[src/hdl/hps_pkg.sv]
`default_nettype none
package hps_pkg;

  // ****************************************
  // Register map
  // ****************************************
  localparam logic [11:0] REG_SLOT_OFS = 12'h0f8;
  localparam logic [1:0]  RESP_OKAY    = 2'h0;
  localparam logic [1:0]  RESP_SLVERR  = 2'h2;

  // ****************************************
  // Slot control field positions
  // ****************************************
  localparam int CTL_ABP_EN   = 0;
  localparam int CTL_PFD_EN   = 1;
  localparam int CTL_PDC_EN   = 3;
  localparam int CTL_CC_EN    = 4;
  localparam int CTL_HPI_EN   = 5;
  localparam int CTL_ATN_LSB  = 6;
  localparam int CTL_PIND_LSB = 8;
  localparam int CTL_PWR_OFF  = 10;
  localparam int CTL_DLL_EN   = 12;

  localparam logic [15:0] CTL_WMASK = 16'h17fb;
  localparam logic [15:0] CTL_RESET = 16'h03c0;

  // ****************************************
  // Slot status field positions
  // ****************************************
  localparam int STS_ABP   = 16;
  localparam int STS_PFD   = 17;
  localparam int STS_MRLC  = 18;
  localparam int STS_PDC   = 19;
  localparam int STS_CC    = 20;
  localparam int STS_MRL   = 21;
  localparam int STS_PRES  = 22;
  localparam int STS_DLLSC = 24;

  localparam logic STS_MRL_RESET  = 1'b0;
  localparam logic STS_PRES_RESET = 1'b1;

  // ****************************************
  // Indicator coding
  // ****************************************
  localparam logic [1:0] IND_RSVD  = 2'h0;
  localparam logic [1:0] IND_ON    = 2'h1;
  localparam logic [1:0] IND_BLINK = 2'h2;
  localparam logic [1:0] IND_OFF   = 2'h3;

  // ****************************************
  // Command completion timing
  // ****************************************
  localparam int CLK_PERIOD_NS = 5;
  localparam int CMD_TIME_NS   = 40;
  localparam int CMD_CYCLES    = (CMD_TIME_NS + CLK_PERIOD_NS - 1) / CLK_PERIOD_NS;
  localparam int CMD_CNT_W     = 4;

  typedef enum logic {
    CMD_IDLE,
    CMD_BUSY
  } hps_cmd_t;

endpackage
`default_nettype wire

[src/hdl/hps_pin_sync.sv]
`default_nettype none
module hps_pin_sync #(
  parameter logic RST_VAL = 1'b0
) (
  input  wire logic clock,
  input  wire logic nrst,
  input  wire logic din,
  output var  logic level,
  output var  logic rise,
  output var  logic chg
);

  logic meta;
  logic sync;
  logic prev;

  // ****************************************
  // Two-stage synchroniser
  // ****************************************
  always_ff @(posedge clock or negedge nrst) begin
    if (!nrst) begin
      meta <= RST_VAL;
      sync <= RST_VAL;
      prev <= RST_VAL;
    end else begin
      meta <= din;
      sync <= meta;
      prev <= sync;
    end
  end

  assign level = sync;
  assign rise  = sync & ~prev;
  assign chg   = sync ^ prev;

endmodule
`default_nettype wire

[src/hdl/hps_slot_regs.sv]
// What this block does
// RULE1: Button enable gates button event
// RULE2: Power fault enable gates fault event
// RULE3: Presence change enable gates presence event
// RULE4: Command completed enable gates completion interrupt
// RULE5: Master enable gates every interrupt
// RULE6: Attention indicator field, resets to off
// RULE7: Attention field write sends indicator message
// RULE8: Power indicator field, resets to off
// RULE9: Power field write sends indicator message
// RULE10: Power control bit, one means off
// RULE11: Link state change enable gates notification
// RULE12: Button pressed flag, write one clears
// RULE13: Power fault flag, write one clears
// RULE14: Latch sensor change flag, read only
// RULE15: Presence changed flag, write one clears
// RULE16: Command completed flag, write one clears
// RULE17: Live latch sensor state, open is one
// RULE18: Live card presence, resets to one
// RULE19: No slot implemented reads presence one
// RULE20: Link active change flag, write one clears
// RULE21: Set wins over write-one clear
// RULE22: Interrupt when master and enabled flag
//
// Register access over AXI4-Lite was left to the implementer.
`default_nettype none
module hps_slot_regs
  import hps_pkg::*;
#(
  parameter int ADDR_W = 12
) (
  input  wire logic              clock,
  input  wire logic              nrst,
  input  wire logic [ADDR_W-1:0] s_axi_awaddr,
  input  wire logic              s_axi_awvalid,
  output var  logic              s_axi_awready,
  input  wire logic [31:0]       s_axi_wdata,
  input  wire logic [3:0]        s_axi_wstrb,
  input  wire logic              s_axi_wvalid,
  output var  logic              s_axi_wready,
  output var  logic [1:0]        s_axi_bresp,
  output var  logic              s_axi_bvalid,
  input  wire logic              s_axi_bready,
  input  wire logic [ADDR_W-1:0] s_axi_araddr,
  input  wire logic              s_axi_arvalid,
  output var  logic              s_axi_arready,
  output var  logic [31:0]       s_axi_rdata,
  output var  logic [1:0]        s_axi_rresp,
  output var  logic              s_axi_rvalid,
  input  wire logic              s_axi_rready,
  input  wire logic              attn_button,
  input  wire logic              power_fault,
  input  wire logic              mrl_open,
  input  wire logic              card_present,
  input  wire logic              slot_implemented,
  input  wire logic              link_active,
  output var  logic              atn_msg_valid,
  output var  logic [1:0]        atn_msg_code,
  output var  logic              pind_msg_valid,
  output var  logic [1:0]        pind_msg_code,
  output var  logic              slot_pwr_off,
  output var  logic              hp_irq,
  output var  logic              hp_wake
);

  localparam int CC_LAT = CMD_CYCLES + 1;
  // ****************************************
  // Declarations
  // ****************************************
  logic [ADDR_W-1:0]    aw_addr;
  logic [31:0]          w_data, reg_word;
  logic [15:0]          ctl, ctl_lane, sts_clr;
  logic [3:0]           w_strb;
  logic [CMD_CNT_W-1:0] cmd_cnt;
  hps_cmd_t             cmd_state;
  logic                 aw_held, w_held, do_write, wr_hit, rd_hit;
  logic                 sts_abp, sts_pfd, sts_mrlc, sts_pdc, sts_cc, sts_dllsc;
  logic                 link_prev, link_chg, btn_rise, pf_rise, cmd_done, ev_irq, ev_wake;
  logic                 mrl_lvl, mrl_chg, pres_lvl, pres_chg, slot_impl, pres_rd;

  function automatic logic hit(input logic [ADDR_W-1:0] a);
    hit = ({a[ADDR_W-1:2], 2'h0} == ADDR_W'(REG_SLOT_OFS));
  endfunction
  function automatic logic w1c(input logic cur, input logic set, input logic clr);
    w1c = set | (cur & ~clr);
  endfunction

  // ****************************************
  // Pin synchronisers
  // ****************************************
  hps_pin_sync #(.RST_VAL(1'b0)) u_sync_btn (
    .clock(clock), .nrst(nrst), .din(attn_button), .level(), .rise(btn_rise), .chg()
  );
  hps_pin_sync #(.RST_VAL(1'b0)) u_sync_pf (
    .clock(clock), .nrst(nrst), .din(power_fault), .level(), .rise(pf_rise), .chg()
  );
  hps_pin_sync #(.RST_VAL(STS_MRL_RESET)) u_sync_mrl (
    .clock(clock), .nrst(nrst), .din(mrl_open), .level(mrl_lvl), .rise(), .chg(mrl_chg)
  );
  // RULE18: presence resets one
  hps_pin_sync #(.RST_VAL(STS_PRES_RESET)) u_sync_pres (
    .clock(clock), .nrst(nrst), .din(card_present), .level(pres_lvl), .rise(), .chg(pres_chg)
  );
  hps_pin_sync #(.RST_VAL(1'b1)) u_sync_slot (
    .clock(clock), .nrst(nrst), .din(slot_implemented), .level(slot_impl), .rise(), .chg()
  );

  // ****************************************
  // AXI write channel
  // ****************************************
  assign s_axi_awready = ~aw_held & ~s_axi_bvalid;
  assign s_axi_wready  = ~w_held & ~s_axi_bvalid;
  assign do_write      = aw_held & w_held & ~s_axi_bvalid;
  assign wr_hit        = do_write & hit(aw_addr);

  always_ff @(posedge clock or negedge nrst) begin
    if (!nrst) begin
      aw_addr <= '0;
      aw_held <= 1'b0;
    end else if (s_axi_awvalid && s_axi_awready) begin
      aw_addr <= s_axi_awaddr;
      aw_held <= 1'b1;
    end else if (do_write) begin
      aw_held <= 1'b0;
    end
  end

  always_ff @(posedge clock or negedge nrst) begin
    if (!nrst) begin
      w_data <= '0;
      w_strb <= '0;
      w_held <= 1'b0;
    end else if (s_axi_wvalid && s_axi_wready) begin
      w_data <= s_axi_wdata;
      w_strb <= s_axi_wstrb;
      w_held <= 1'b1;
    end else if (do_write) begin
      w_held <= 1'b0;
    end
  end

  always_ff @(posedge clock or negedge nrst) begin
    if (!nrst) begin
      s_axi_bvalid <= 1'b0;
      s_axi_bresp  <= RESP_OKAY;
    end else if (do_write) begin
      s_axi_bvalid <= 1'b1;
      s_axi_bresp  <= hit(aw_addr) ? RESP_OKAY : RESP_SLVERR;
    end else if (s_axi_bready) begin
      s_axi_bvalid <= 1'b0;
    end
  end

  // ****************************************
  // AXI read channel
  // ****************************************
  assign s_axi_arready = ~s_axi_rvalid;
  assign rd_hit        = hit(s_axi_araddr);

  always_ff @(posedge clock or negedge nrst) begin
    if (!nrst) begin
      s_axi_rvalid <= 1'b0;
      s_axi_rdata  <= '0;
      s_axi_rresp  <= RESP_OKAY;
    end else if (s_axi_arvalid && s_axi_arready) begin
      s_axi_rvalid <= 1'b1;
      s_axi_rdata  <= rd_hit ? reg_word : 32'h0000_0000;
      s_axi_rresp  <= rd_hit ? RESP_OKAY : RESP_SLVERR;
    end else if (s_axi_rready) begin
      s_axi_rvalid <= 1'b0;
    end
  end

  // RULE19: presence forced when no slot
  assign pres_rd = pres_lvl | ~slot_impl;

  // RULE17: live latch state readback
  always_comb begin
    reg_word             = '0;
    reg_word[15:0]       = ctl;
    reg_word[STS_ABP]    = sts_abp;
    reg_word[STS_PFD]    = sts_pfd;
    reg_word[STS_MRLC]   = sts_mrlc;
    reg_word[STS_PDC]    = sts_pdc;
    reg_word[STS_CC]     = sts_cc;
    reg_word[STS_MRL]    = mrl_lvl;
    reg_word[STS_PRES]   = pres_rd;
    reg_word[STS_DLLSC]  = sts_dllsc;
  end

  // ****************************************
  // Slot control register
  // ****************************************
  assign ctl_lane = {{8{w_strb[1]}}, {8{w_strb[0]}}} & CTL_WMASK;

  // RULE6: indicators reset to off
  always_ff @(posedge clock or negedge nrst) begin
    if (!nrst) begin
      ctl <= CTL_RESET;
    end else if (wr_hit) begin
      ctl <= (ctl & ~ctl_lane) | (w_data[15:0] & ctl_lane);
    end
  end

  // RULE10: slot power from control bit
  assign slot_pwr_off = ctl[CTL_PWR_OFF];

  // ****************************************
  // Indicator messages
  // ****************************************
  // RULE7: attention message on write
  always_ff @(posedge clock or negedge nrst) begin
    if (!nrst) begin
      atn_msg_valid <= 1'b0;
      atn_msg_code  <= IND_OFF;
    end else begin
      atn_msg_valid <= wr_hit & w_strb[0];
      if (wr_hit && w_strb[0]) begin
        atn_msg_code <= w_data[CTL_ATN_LSB +: 2];
      end
    end
  end

  // RULE8: power indicator coding shared
  // RULE9: power message on write
  always_ff @(posedge clock or negedge nrst) begin
    if (!nrst) begin
      pind_msg_valid <= 1'b0;
      pind_msg_code  <= IND_OFF;
    end else begin
      pind_msg_valid <= wr_hit & w_strb[1];
      if (wr_hit && w_strb[1]) begin
        pind_msg_code <= w_data[CTL_PIND_LSB +: 2];
      end
    end
  end

  // ****************************************
  // Command completion
  // ****************************************
  always_ff @(posedge clock or negedge nrst) begin
    if (!nrst) begin
      cmd_state <= CMD_IDLE;
      cmd_cnt   <= '0;
    end else if (wr_hit && (w_strb[1:0] != 2'h0)) begin
      cmd_state <= CMD_BUSY;
      cmd_cnt   <= CMD_CNT_W'(CMD_CYCLES - 1);
    end else begin
      case (cmd_state)
        CMD_BUSY: begin
          if (cmd_cnt == '0) begin
            cmd_state <= CMD_IDLE;
          end else begin
            cmd_cnt <= cmd_cnt - 1'b1;
          end
        end
        default: begin
          cmd_state <= CMD_IDLE;
          cmd_cnt   <= '0;
        end
      endcase
    end
  end

  assign cmd_done = (cmd_state == CMD_BUSY) && (cmd_cnt == '0);

  // ****************************************
  // Slot status flags
  // ****************************************
  assign sts_clr  = w_data[31:16] & {{8{w_strb[3]}}, {8{w_strb[2]}}} & {16{wr_hit}};
  assign link_chg = link_active ^ link_prev;

  // RULE21: set beats clear
  // RULE12: button flag
  // RULE13: fault flag
  // RULE15: presence change flag
  // RULE16: completion flag
  // RULE20: link change flag
  always_ff @(posedge clock or negedge nrst) begin
    if (!nrst) begin
      sts_abp   <= 1'b0;
      sts_pfd   <= 1'b0;
      sts_pdc   <= 1'b0;
      sts_cc    <= 1'b0;
      sts_dllsc <= 1'b0;
      link_prev <= 1'b0;
    end else begin
      sts_abp   <= w1c(sts_abp, btn_rise, sts_clr[STS_ABP-16]);
      sts_pfd   <= w1c(sts_pfd, pf_rise, sts_clr[STS_PFD-16]);
      sts_pdc   <= w1c(sts_pdc, pres_chg, sts_clr[STS_PDC-16]);
      sts_cc    <= w1c(sts_cc, cmd_done, sts_clr[STS_CC-16]);
      sts_dllsc <= w1c(sts_dllsc, link_chg, sts_clr[STS_DLLSC-16]);
      link_prev <= link_active;
    end
  end

  // RULE14: latch change, reset only
  always_ff @(posedge clock or negedge nrst) begin
    if (!nrst) begin
      sts_mrlc <= 1'b0;
    end else if (mrl_chg) begin
      sts_mrlc <= 1'b1;
    end
  end

  // ****************************************
  // Interrupt and wakeup
  // ****************************************
  // RULE1: button enable
  // RULE2: fault enable
  // RULE3: presence enable
  // RULE11: link change enable
  assign ev_wake = (sts_abp & ctl[CTL_ABP_EN]) | (sts_pfd & ctl[CTL_PFD_EN]) |
                   (sts_pdc & ctl[CTL_PDC_EN]) | (sts_dllsc & ctl[CTL_DLL_EN]);
  // RULE4: completion enable
  assign ev_irq  = ev_wake | (sts_cc & ctl[CTL_CC_EN]);

  // RULE5: master gate
  // RULE22: combined interrupt
  assign hp_irq  = ctl[CTL_HPI_EN] & ev_irq;
  assign hp_wake = ~ctl[CTL_HPI_EN] & ev_wake;

  // ****************************************
  // Assertions
  // ****************************************
  AST_IRQ_MASTER: assert property (@(posedge clock) disable iff (!nrst) // RULE5
    !ctl[CTL_HPI_EN] |-> !hp_irq)
    else $error("interrupt without master enable");
  AST_IRQ_BUTTON: assert property (@(posedge clock) disable iff (!nrst) // RULE1
    (ctl[CTL_HPI_EN] && ctl[CTL_ABP_EN] && sts_abp) |-> hp_irq)
    else $error("enabled button event gave no interrupt");
  AST_IRQ_CMD: assert property (@(posedge clock) disable iff (!nrst) // RULE4
    (ctl[CTL_HPI_EN] && !ctl[CTL_CC_EN] && !ev_wake) |-> !hp_irq)
    else $error("disabled completion raised interrupt");
  AST_PFD_SET: assert property (@(posedge clock) disable iff (!nrst) // RULE13
    pf_rise |=> sts_pfd)
    else $error("power fault not flagged");
  AST_SET_WINS: assert property (@(posedge clock) disable iff (!nrst) // RULE21
    (pres_chg && sts_clr[STS_PDC-16]) |=> sts_pdc)
    else $error("clear won over presence event");
  AST_W1C_CLEARS: assert property (@(posedge clock) disable iff (!nrst) // RULE12
    (sts_clr[STS_ABP-16] && !btn_rise) |=> !sts_abp)
    else $error("button flag not cleared");
  AST_ATN_MSG: assert property (@(posedge clock) disable iff (!nrst) // RULE7
    (wr_hit && w_strb[0]) |=> (atn_msg_valid && atn_msg_code == $past(w_data[7:6])))
    else $error("attention message missing");
  AST_PIND_MSG: assert property (@(posedge clock) disable iff (!nrst) // RULE9
    (wr_hit && w_strb[1]) |=> (pind_msg_valid && pind_msg_code == $past(w_data[9:8])))
    else $error("power indicator message missing");
  AST_PRES_NOSLOT: assert property (@(posedge clock) disable iff (!nrst) // RULE19
    !slot_impl |-> reg_word[STS_PRES])
    else $error("presence not forced high");
  AST_CMD_DONE: assert property (@(posedge clock) disable iff (!nrst) // RULE16
    (wr_hit && w_strb[1:0] != 2'h0) |-> ##[1:CC_LAT] sts_cc)
    else $error("command completion not flagged");
  AST_DLL_CHG: assert property (@(posedge clock) disable iff (!nrst) // RULE20
    (link_active != $past(link_active)) |=> sts_dllsc)
    else $error("link change not flagged");
  AST_MRLC_HOLD: assert property (@(posedge clock) disable iff (!nrst) // RULE14
    sts_mrlc |=> sts_mrlc)
    else $error("latch change flag dropped");
  AST_PWR_CTL: assert property (@(posedge clock) disable iff (!nrst) // RULE10
    (wr_hit && w_strb[1]) |=> slot_pwr_off == $past(w_data[CTL_PWR_OFF]))
    else $error("power control not updated");
  COV_IRQ: cover property (@(posedge clock) disable iff (!nrst) $rose(hp_irq));
  COV_CMD: cover property (@(posedge clock) disable iff (!nrst) $rose(sts_cc));
  COV_SET_CLR: cover property (@(posedge clock) disable iff (!nrst) pres_chg && sts_clr[STS_PDC-16]);
  COV_UNMAPPED: cover property (@(posedge clock) disable iff (!nrst) do_write && !wr_hit);

endmodule
`default_nettype wire

[config.mk]
export PLATFORM = sky130hd
export DESIGN_NAME = hps_slot_regs
export DESIGN_NICKNAME = d
export VERILOG_FILES = /design/src/hdl/hps_pkg.sv /design/src/hdl/hps_pin_sync.sv /design/src/hdl/hps_slot_regs.sv
export SDC_FILE = /design/constraint.sdc
export NUM_CORES = 1
export LEC_CHECK = 0
export ABC_AREA = 1
export BUFFER_PORTS_ARGS = -buffer_cell sky130_fd_sc_hd__buf_4
export CORE_MARGIN = 5
export CORE_UTILIZATION = 30
export CTS_CLUSTER_DIAMETER = 80
export DETAILED_ROUTE_END_ITERATION = 8
export PLACE_DENSITY = 0.61
export REMOVE_ABC_BUFFERS = 1
export SYNTH_ARGS = -nofsm -noshare
export SYNTH_HDL_FRONTEND = slang
export SYNTH_SLANG_ARGS = --single-unit
[constraint.sdc]
create_clock -name clock -period 1.8 [get_ports clock]
set_input_delay 0.18 -clock clock [delete_from_list [all_inputs] [get_ports clock]]
set_output_delay 0.18 -clock clock [all_outputs]
set_load 0.005 [all_outputs]
==> impl_metrics.json <==
{
  "cts_hold_repair.buffers": 7,
  "fp.dieW_um": 124,
  "buffer_ports.inserted": 87,
  "area_overhead_vs_synth_pct": 30.0,
  "max_slew_margin_pct": 65.7,
  "hold_path_class": "in -> reg",
  "yosys-top-cells-count": "sky130_fd_sc_hd__dfrtp_1 (85), sky130_fd_sc_hd__nand2_1 (84), sky130_fd_sc_hd__inv_1 (36), sky130_fd_sc_hd__buf_4 (21), sky130_fd_sc_hd__o21ai_0 (20)",
  "drt_first_pass_iters": 4,
  "critPathBufInv": 2,
  "post_synth_xor_area_fraction_pct": 0.669,
  "worst_slew_pin_slew_ps": 515,
  "cell_type_with_the_highest_aggregate_area_in_the_netlist": "sky130_fd_sc_hd__dfrtp_1",
  "netlist_area_um2": 3930,
  "share_of_cell_area_taken_by_muxes_after_synthesis_pct": 9.17,
  "final_hold_vios": 0,
  "design_area_um2": 5110,
  "cts_tree": "yes",
  "layout-drive-gt1-share_pct": 32.5,
  "timing.critical_path.required_ps": 1620,
  "clkSlewWorstSetupHoldPaths_ps": 70,
  "synth.yosys.seq_area_share_pct": 60.1,
  "synth_top_area_share_pct": 54.1,
  "initialDrtViolationCount": 112,
  "final_antenna_net_count": 0,
  "dominant_combinational_cell_family_by_area_after_synthesis": "simple AND/OR/NAND/NOR gates",
  "hold_path_end": "s_axi_bvalid",
  "outcome": "finished, final reports clean",
  "drt_drc_violations_left": 0,
  "setup_viol": 0,
  "worstRegToRegCells": 7,
  "synth_ff_type": "sky130_fd_sc_hd__dfrtp_1",
  "share_of_the_clock_period_used_by_the_worst_path_after_layout_pct": 85.2,
  "crit_family": "flip-flops",
  "routed_wl_mm": 8.02,
  "powerDensity_nw_per_um2": 1190,
  "synth-edff-count": 0,
  "gp_congestion": 0.759,
  "ir_drop_mv": 0.670,
  "boundaryPins": 123,
  "worst_path_max_delay_cell": "sky130_fd_sc_hd__dfrtp_1",
  "cts_setup_buffers": 0,
  "vias_in_the_first_global_route": 2759,
  "timing.critical_path.from_type": "register",
  "syn_inst": 360,
  "p_sw_w": 0.00163,
  "cts-htree-levels": 3,
  "die-area_um2": 15500,
  "share_comb_of_total_power_pct": 19.4,
  "initial_utilization_pct": 30.9,
  "max-clock-path-buffers": 2,
  "cp_slowest_stage_delay_ps": 370,
  "fin_nets": 531,
  "synth_most_common_cell": "sky130_fd_sc_hd__dfrtp_1",
  "synth.ff_latch_count": 94,
  "global_route_usage_sum_pct": 10.9,
  "post-dp-hpwl_mm": 5.79,
  "n_antenna_cell": 0,
  "end_kind": "primary output",
  "netSwitchingFraction_pct": 26.8,
  "r2r_setup_slk_ps": 340,
  "die_height_um": 124,
  "fin_worst_skew_ps": 8.16,
  "count_of_cells_resized_by_post_cts_repair": 0,
  "fillCellCount": 1300,
  "grt_overflow": 0,
  "insertion_delay_of_the_later_clocked_pin_in_the_worst_skew_pair_ps": 340,
  "cp_cell_sequence": "inv_1 -> o21ai_0 -> nor2_1 -> a21oi_1 -> buf_4",
  "timing.hold.worst.start": "s_axi_bready",
  "routedWlPerCell_um": 12.7,
  "antenna_found_initial": 0,
  "place_area_um2": 4710,
  "grt_max_degree": 95,
  "num_vias": 2655,
  "synthesized_area_fraction_occupied_by_adder_cells_pct": 0.637,
  "cell_internal_pwr_w": 0.00446,
  "clockRootBuffer": "sky130_fd_sc_hd__clkbuf_16",
  "number_of_core_rows": 41,
  "synth_area_leaders": "sky130_fd_sc_hd__dfrtp_1 (54%), sky130_fd_sc_hd__nand2_1 (8.0%), sky130_fd_sc_hd__dfstp_2 (6.0%), sky130_fd_sc_hd__mux2_4 (5.7%), sky130_fd_sc_hd__buf_4 (4.0%)",
  "timing.final.crit_period_ps": 1530,
  "power.leakage_nw": 2.58,
  "clkSinkCount": 94,
  "power_frac_seq_pct": 46.6,
  "reported_max_cap_violation_count": 0,
  "slew_violations": 0,
  "grt_pass1_wl_mm": 13.6,
  "met3WireLength_um": 548,
  "highest_layer": "met4",
  "numCtsBuffers": 9,
  "post_synthesis_share_of_cell_area_spent_on_and_or_nand_and_nor_gates_pct": 15.7,
  "worst-endpoint-arrival_ps": 1350,
  "m1WireLength_mm": 3.69,
  "yosys.cell_types.count": 31,
  "synth_compound_area_share_pct": 4.49,
  "timing.critical_path.fanout_max": 2,
  "fp.coreArea_um2": 12700,
  "power_frac_clock_pct": 34.0,
  "route.detailed.vias_per_inst": 4.19,
  "async_reset_ff_share_pct": 100,
  "ys_warn_count": 0,
  "setup_total_negative_slack_ps": 0,
  "dr_wl_met2_mm": 3.69,
  "regToRegStartpoint": "aw_addr[2]",
  "maxClockFrequency_ghz": 0.652,
  "synthesis.area_per_instance_um2": 10.9,
  "worstSetupPathType": "reg -> out",
  "worst_hold_path.num_cells": 2,
  "grt_setup_unrepaired": "false"
}
cells in the final DEF (no fill, tap or decap), types with 9 or more instances in the layout:
cell	n
sky130_fd_sc_hd__buf_4	91
sky130_fd_sc_hd__clkbuf_16	9
sky130_fd_sc_hd__conb_1	15
sky130_fd_sc_hd__dfrtp_1	85
sky130_fd_sc_hd__dfstp_2	9
sky130_fd_sc_hd__inv_1	36
sky130_fd_sc_hd__mux2_4	15
sky130_fd_sc_hd__nand2_1	84
sky130_fd_sc_hd__nand4_1	12
sky130_fd_sc_hd__nor2_1	11
sky130_fd_sc_hd__o21ai_0	20
final cells by class:
type	instances	area, um^2	share of cell area, %
Clock inverter	7	106	2.08
Multi-Input combinational cell	212	1260	24.7
Tap cell	172	215	4.21
Timing Repair Buffer	100	793	15.5
Sequential cell	94	2360	46.3
Clock buffer	9	225	4.41
Inverter	39	146	2.86
worst max path at each step:
stage | slack, ps | cells past startpoint | start | end
3_3_place_gp | 370 | 6 | s_axi_bvalid | cmd_cnt[3]
5_1_grt | 110 | 5 | sts_abp | hp_irq
2_1_floorplan | 180 | 6 | s_axi_rvalid | s_axi_rresp[1]
6_report | 270 | 5 | sts_abp | hp_irq
3_5_place_dp | 340 | 7 | aw_addr[2] | register
4_1_cts | 230 | 5 | sts_abp | hp_irq
per-layer routing:
metal	GRT usage, %	vias up
met4	4.26	0
li1	-	1317
met5	0	-
met3	4.37	6
met1	13.4	1246
met2	17.3	86
stage by stage:
stage | hold slack (ps) | utilization, % | worst slack [ps] | cells | power, W
2_1_floorplan | -116 | - | 179 | 345 | 0.00362
6_report | 25.3 | 40.2 | 267 | 633 | 0.00609
5_1_grt | 11.9 | 40.2 | 113 | 633 | 0.00645
3_5_place_dp | 253 | 37.0 | 338 | 610 | 0.00407
4_1_cts | 6.60 | 40.2 | 230 | 633 | 0.00621
3_3_place_gp | 267 | 37.0 | 368 | 610 | 0.00403
logic make-up (layout without fill, tap and decap cells):
family                     Yosys count  after routing
muxes                               27             27
other                                1             15
AOI/OAI and AO/OA                   35             35
buffers and inverters               68            155
and+or+nand+nor                    130            130
xor gates and xnor gates             3              3
adders and majority gates            2              2
DFF                                 94             94
power groups by stage:
stage                     combinational, W  sequential, W  clock [W]
after global routing               0.00131        0.00290    0.00223
after CTS                          0.00121        0.00284    0.00216
final                              0.00118        0.00284    0.00207
after floorplan                   0.000831        0.00279          0
after detailed placement           0.00119        0.00288          0
after global placement             0.00116        0.00287          0
registers in the layout, summed over array words and instances (netlist names), 4 cells and up, named ones only:
signal	flops
aw_addr	10
s_axi_rdata	19
w_data	16
cmd_cnt	4
w_strb	4
worst register-to-register path, stage by stage, from the launching register on:
cell                      delay (ps)
sky130_fd_sc_hd__dfrtp_1         360
sky130_fd_sc_hd__inv_1            70
sky130_fd_sc_hd__nand2_1         100
sky130_fd_sc_hd__nor2_4          380
sky130_fd_sc_hd__buf_4           200
sky130_fd_sc_hd__buf_4           120
sky130_fd_sc_hd__nand4_1          80
sky130_fd_sc_hd__nand2_1          90
Power figures use the tool's default switching activity.
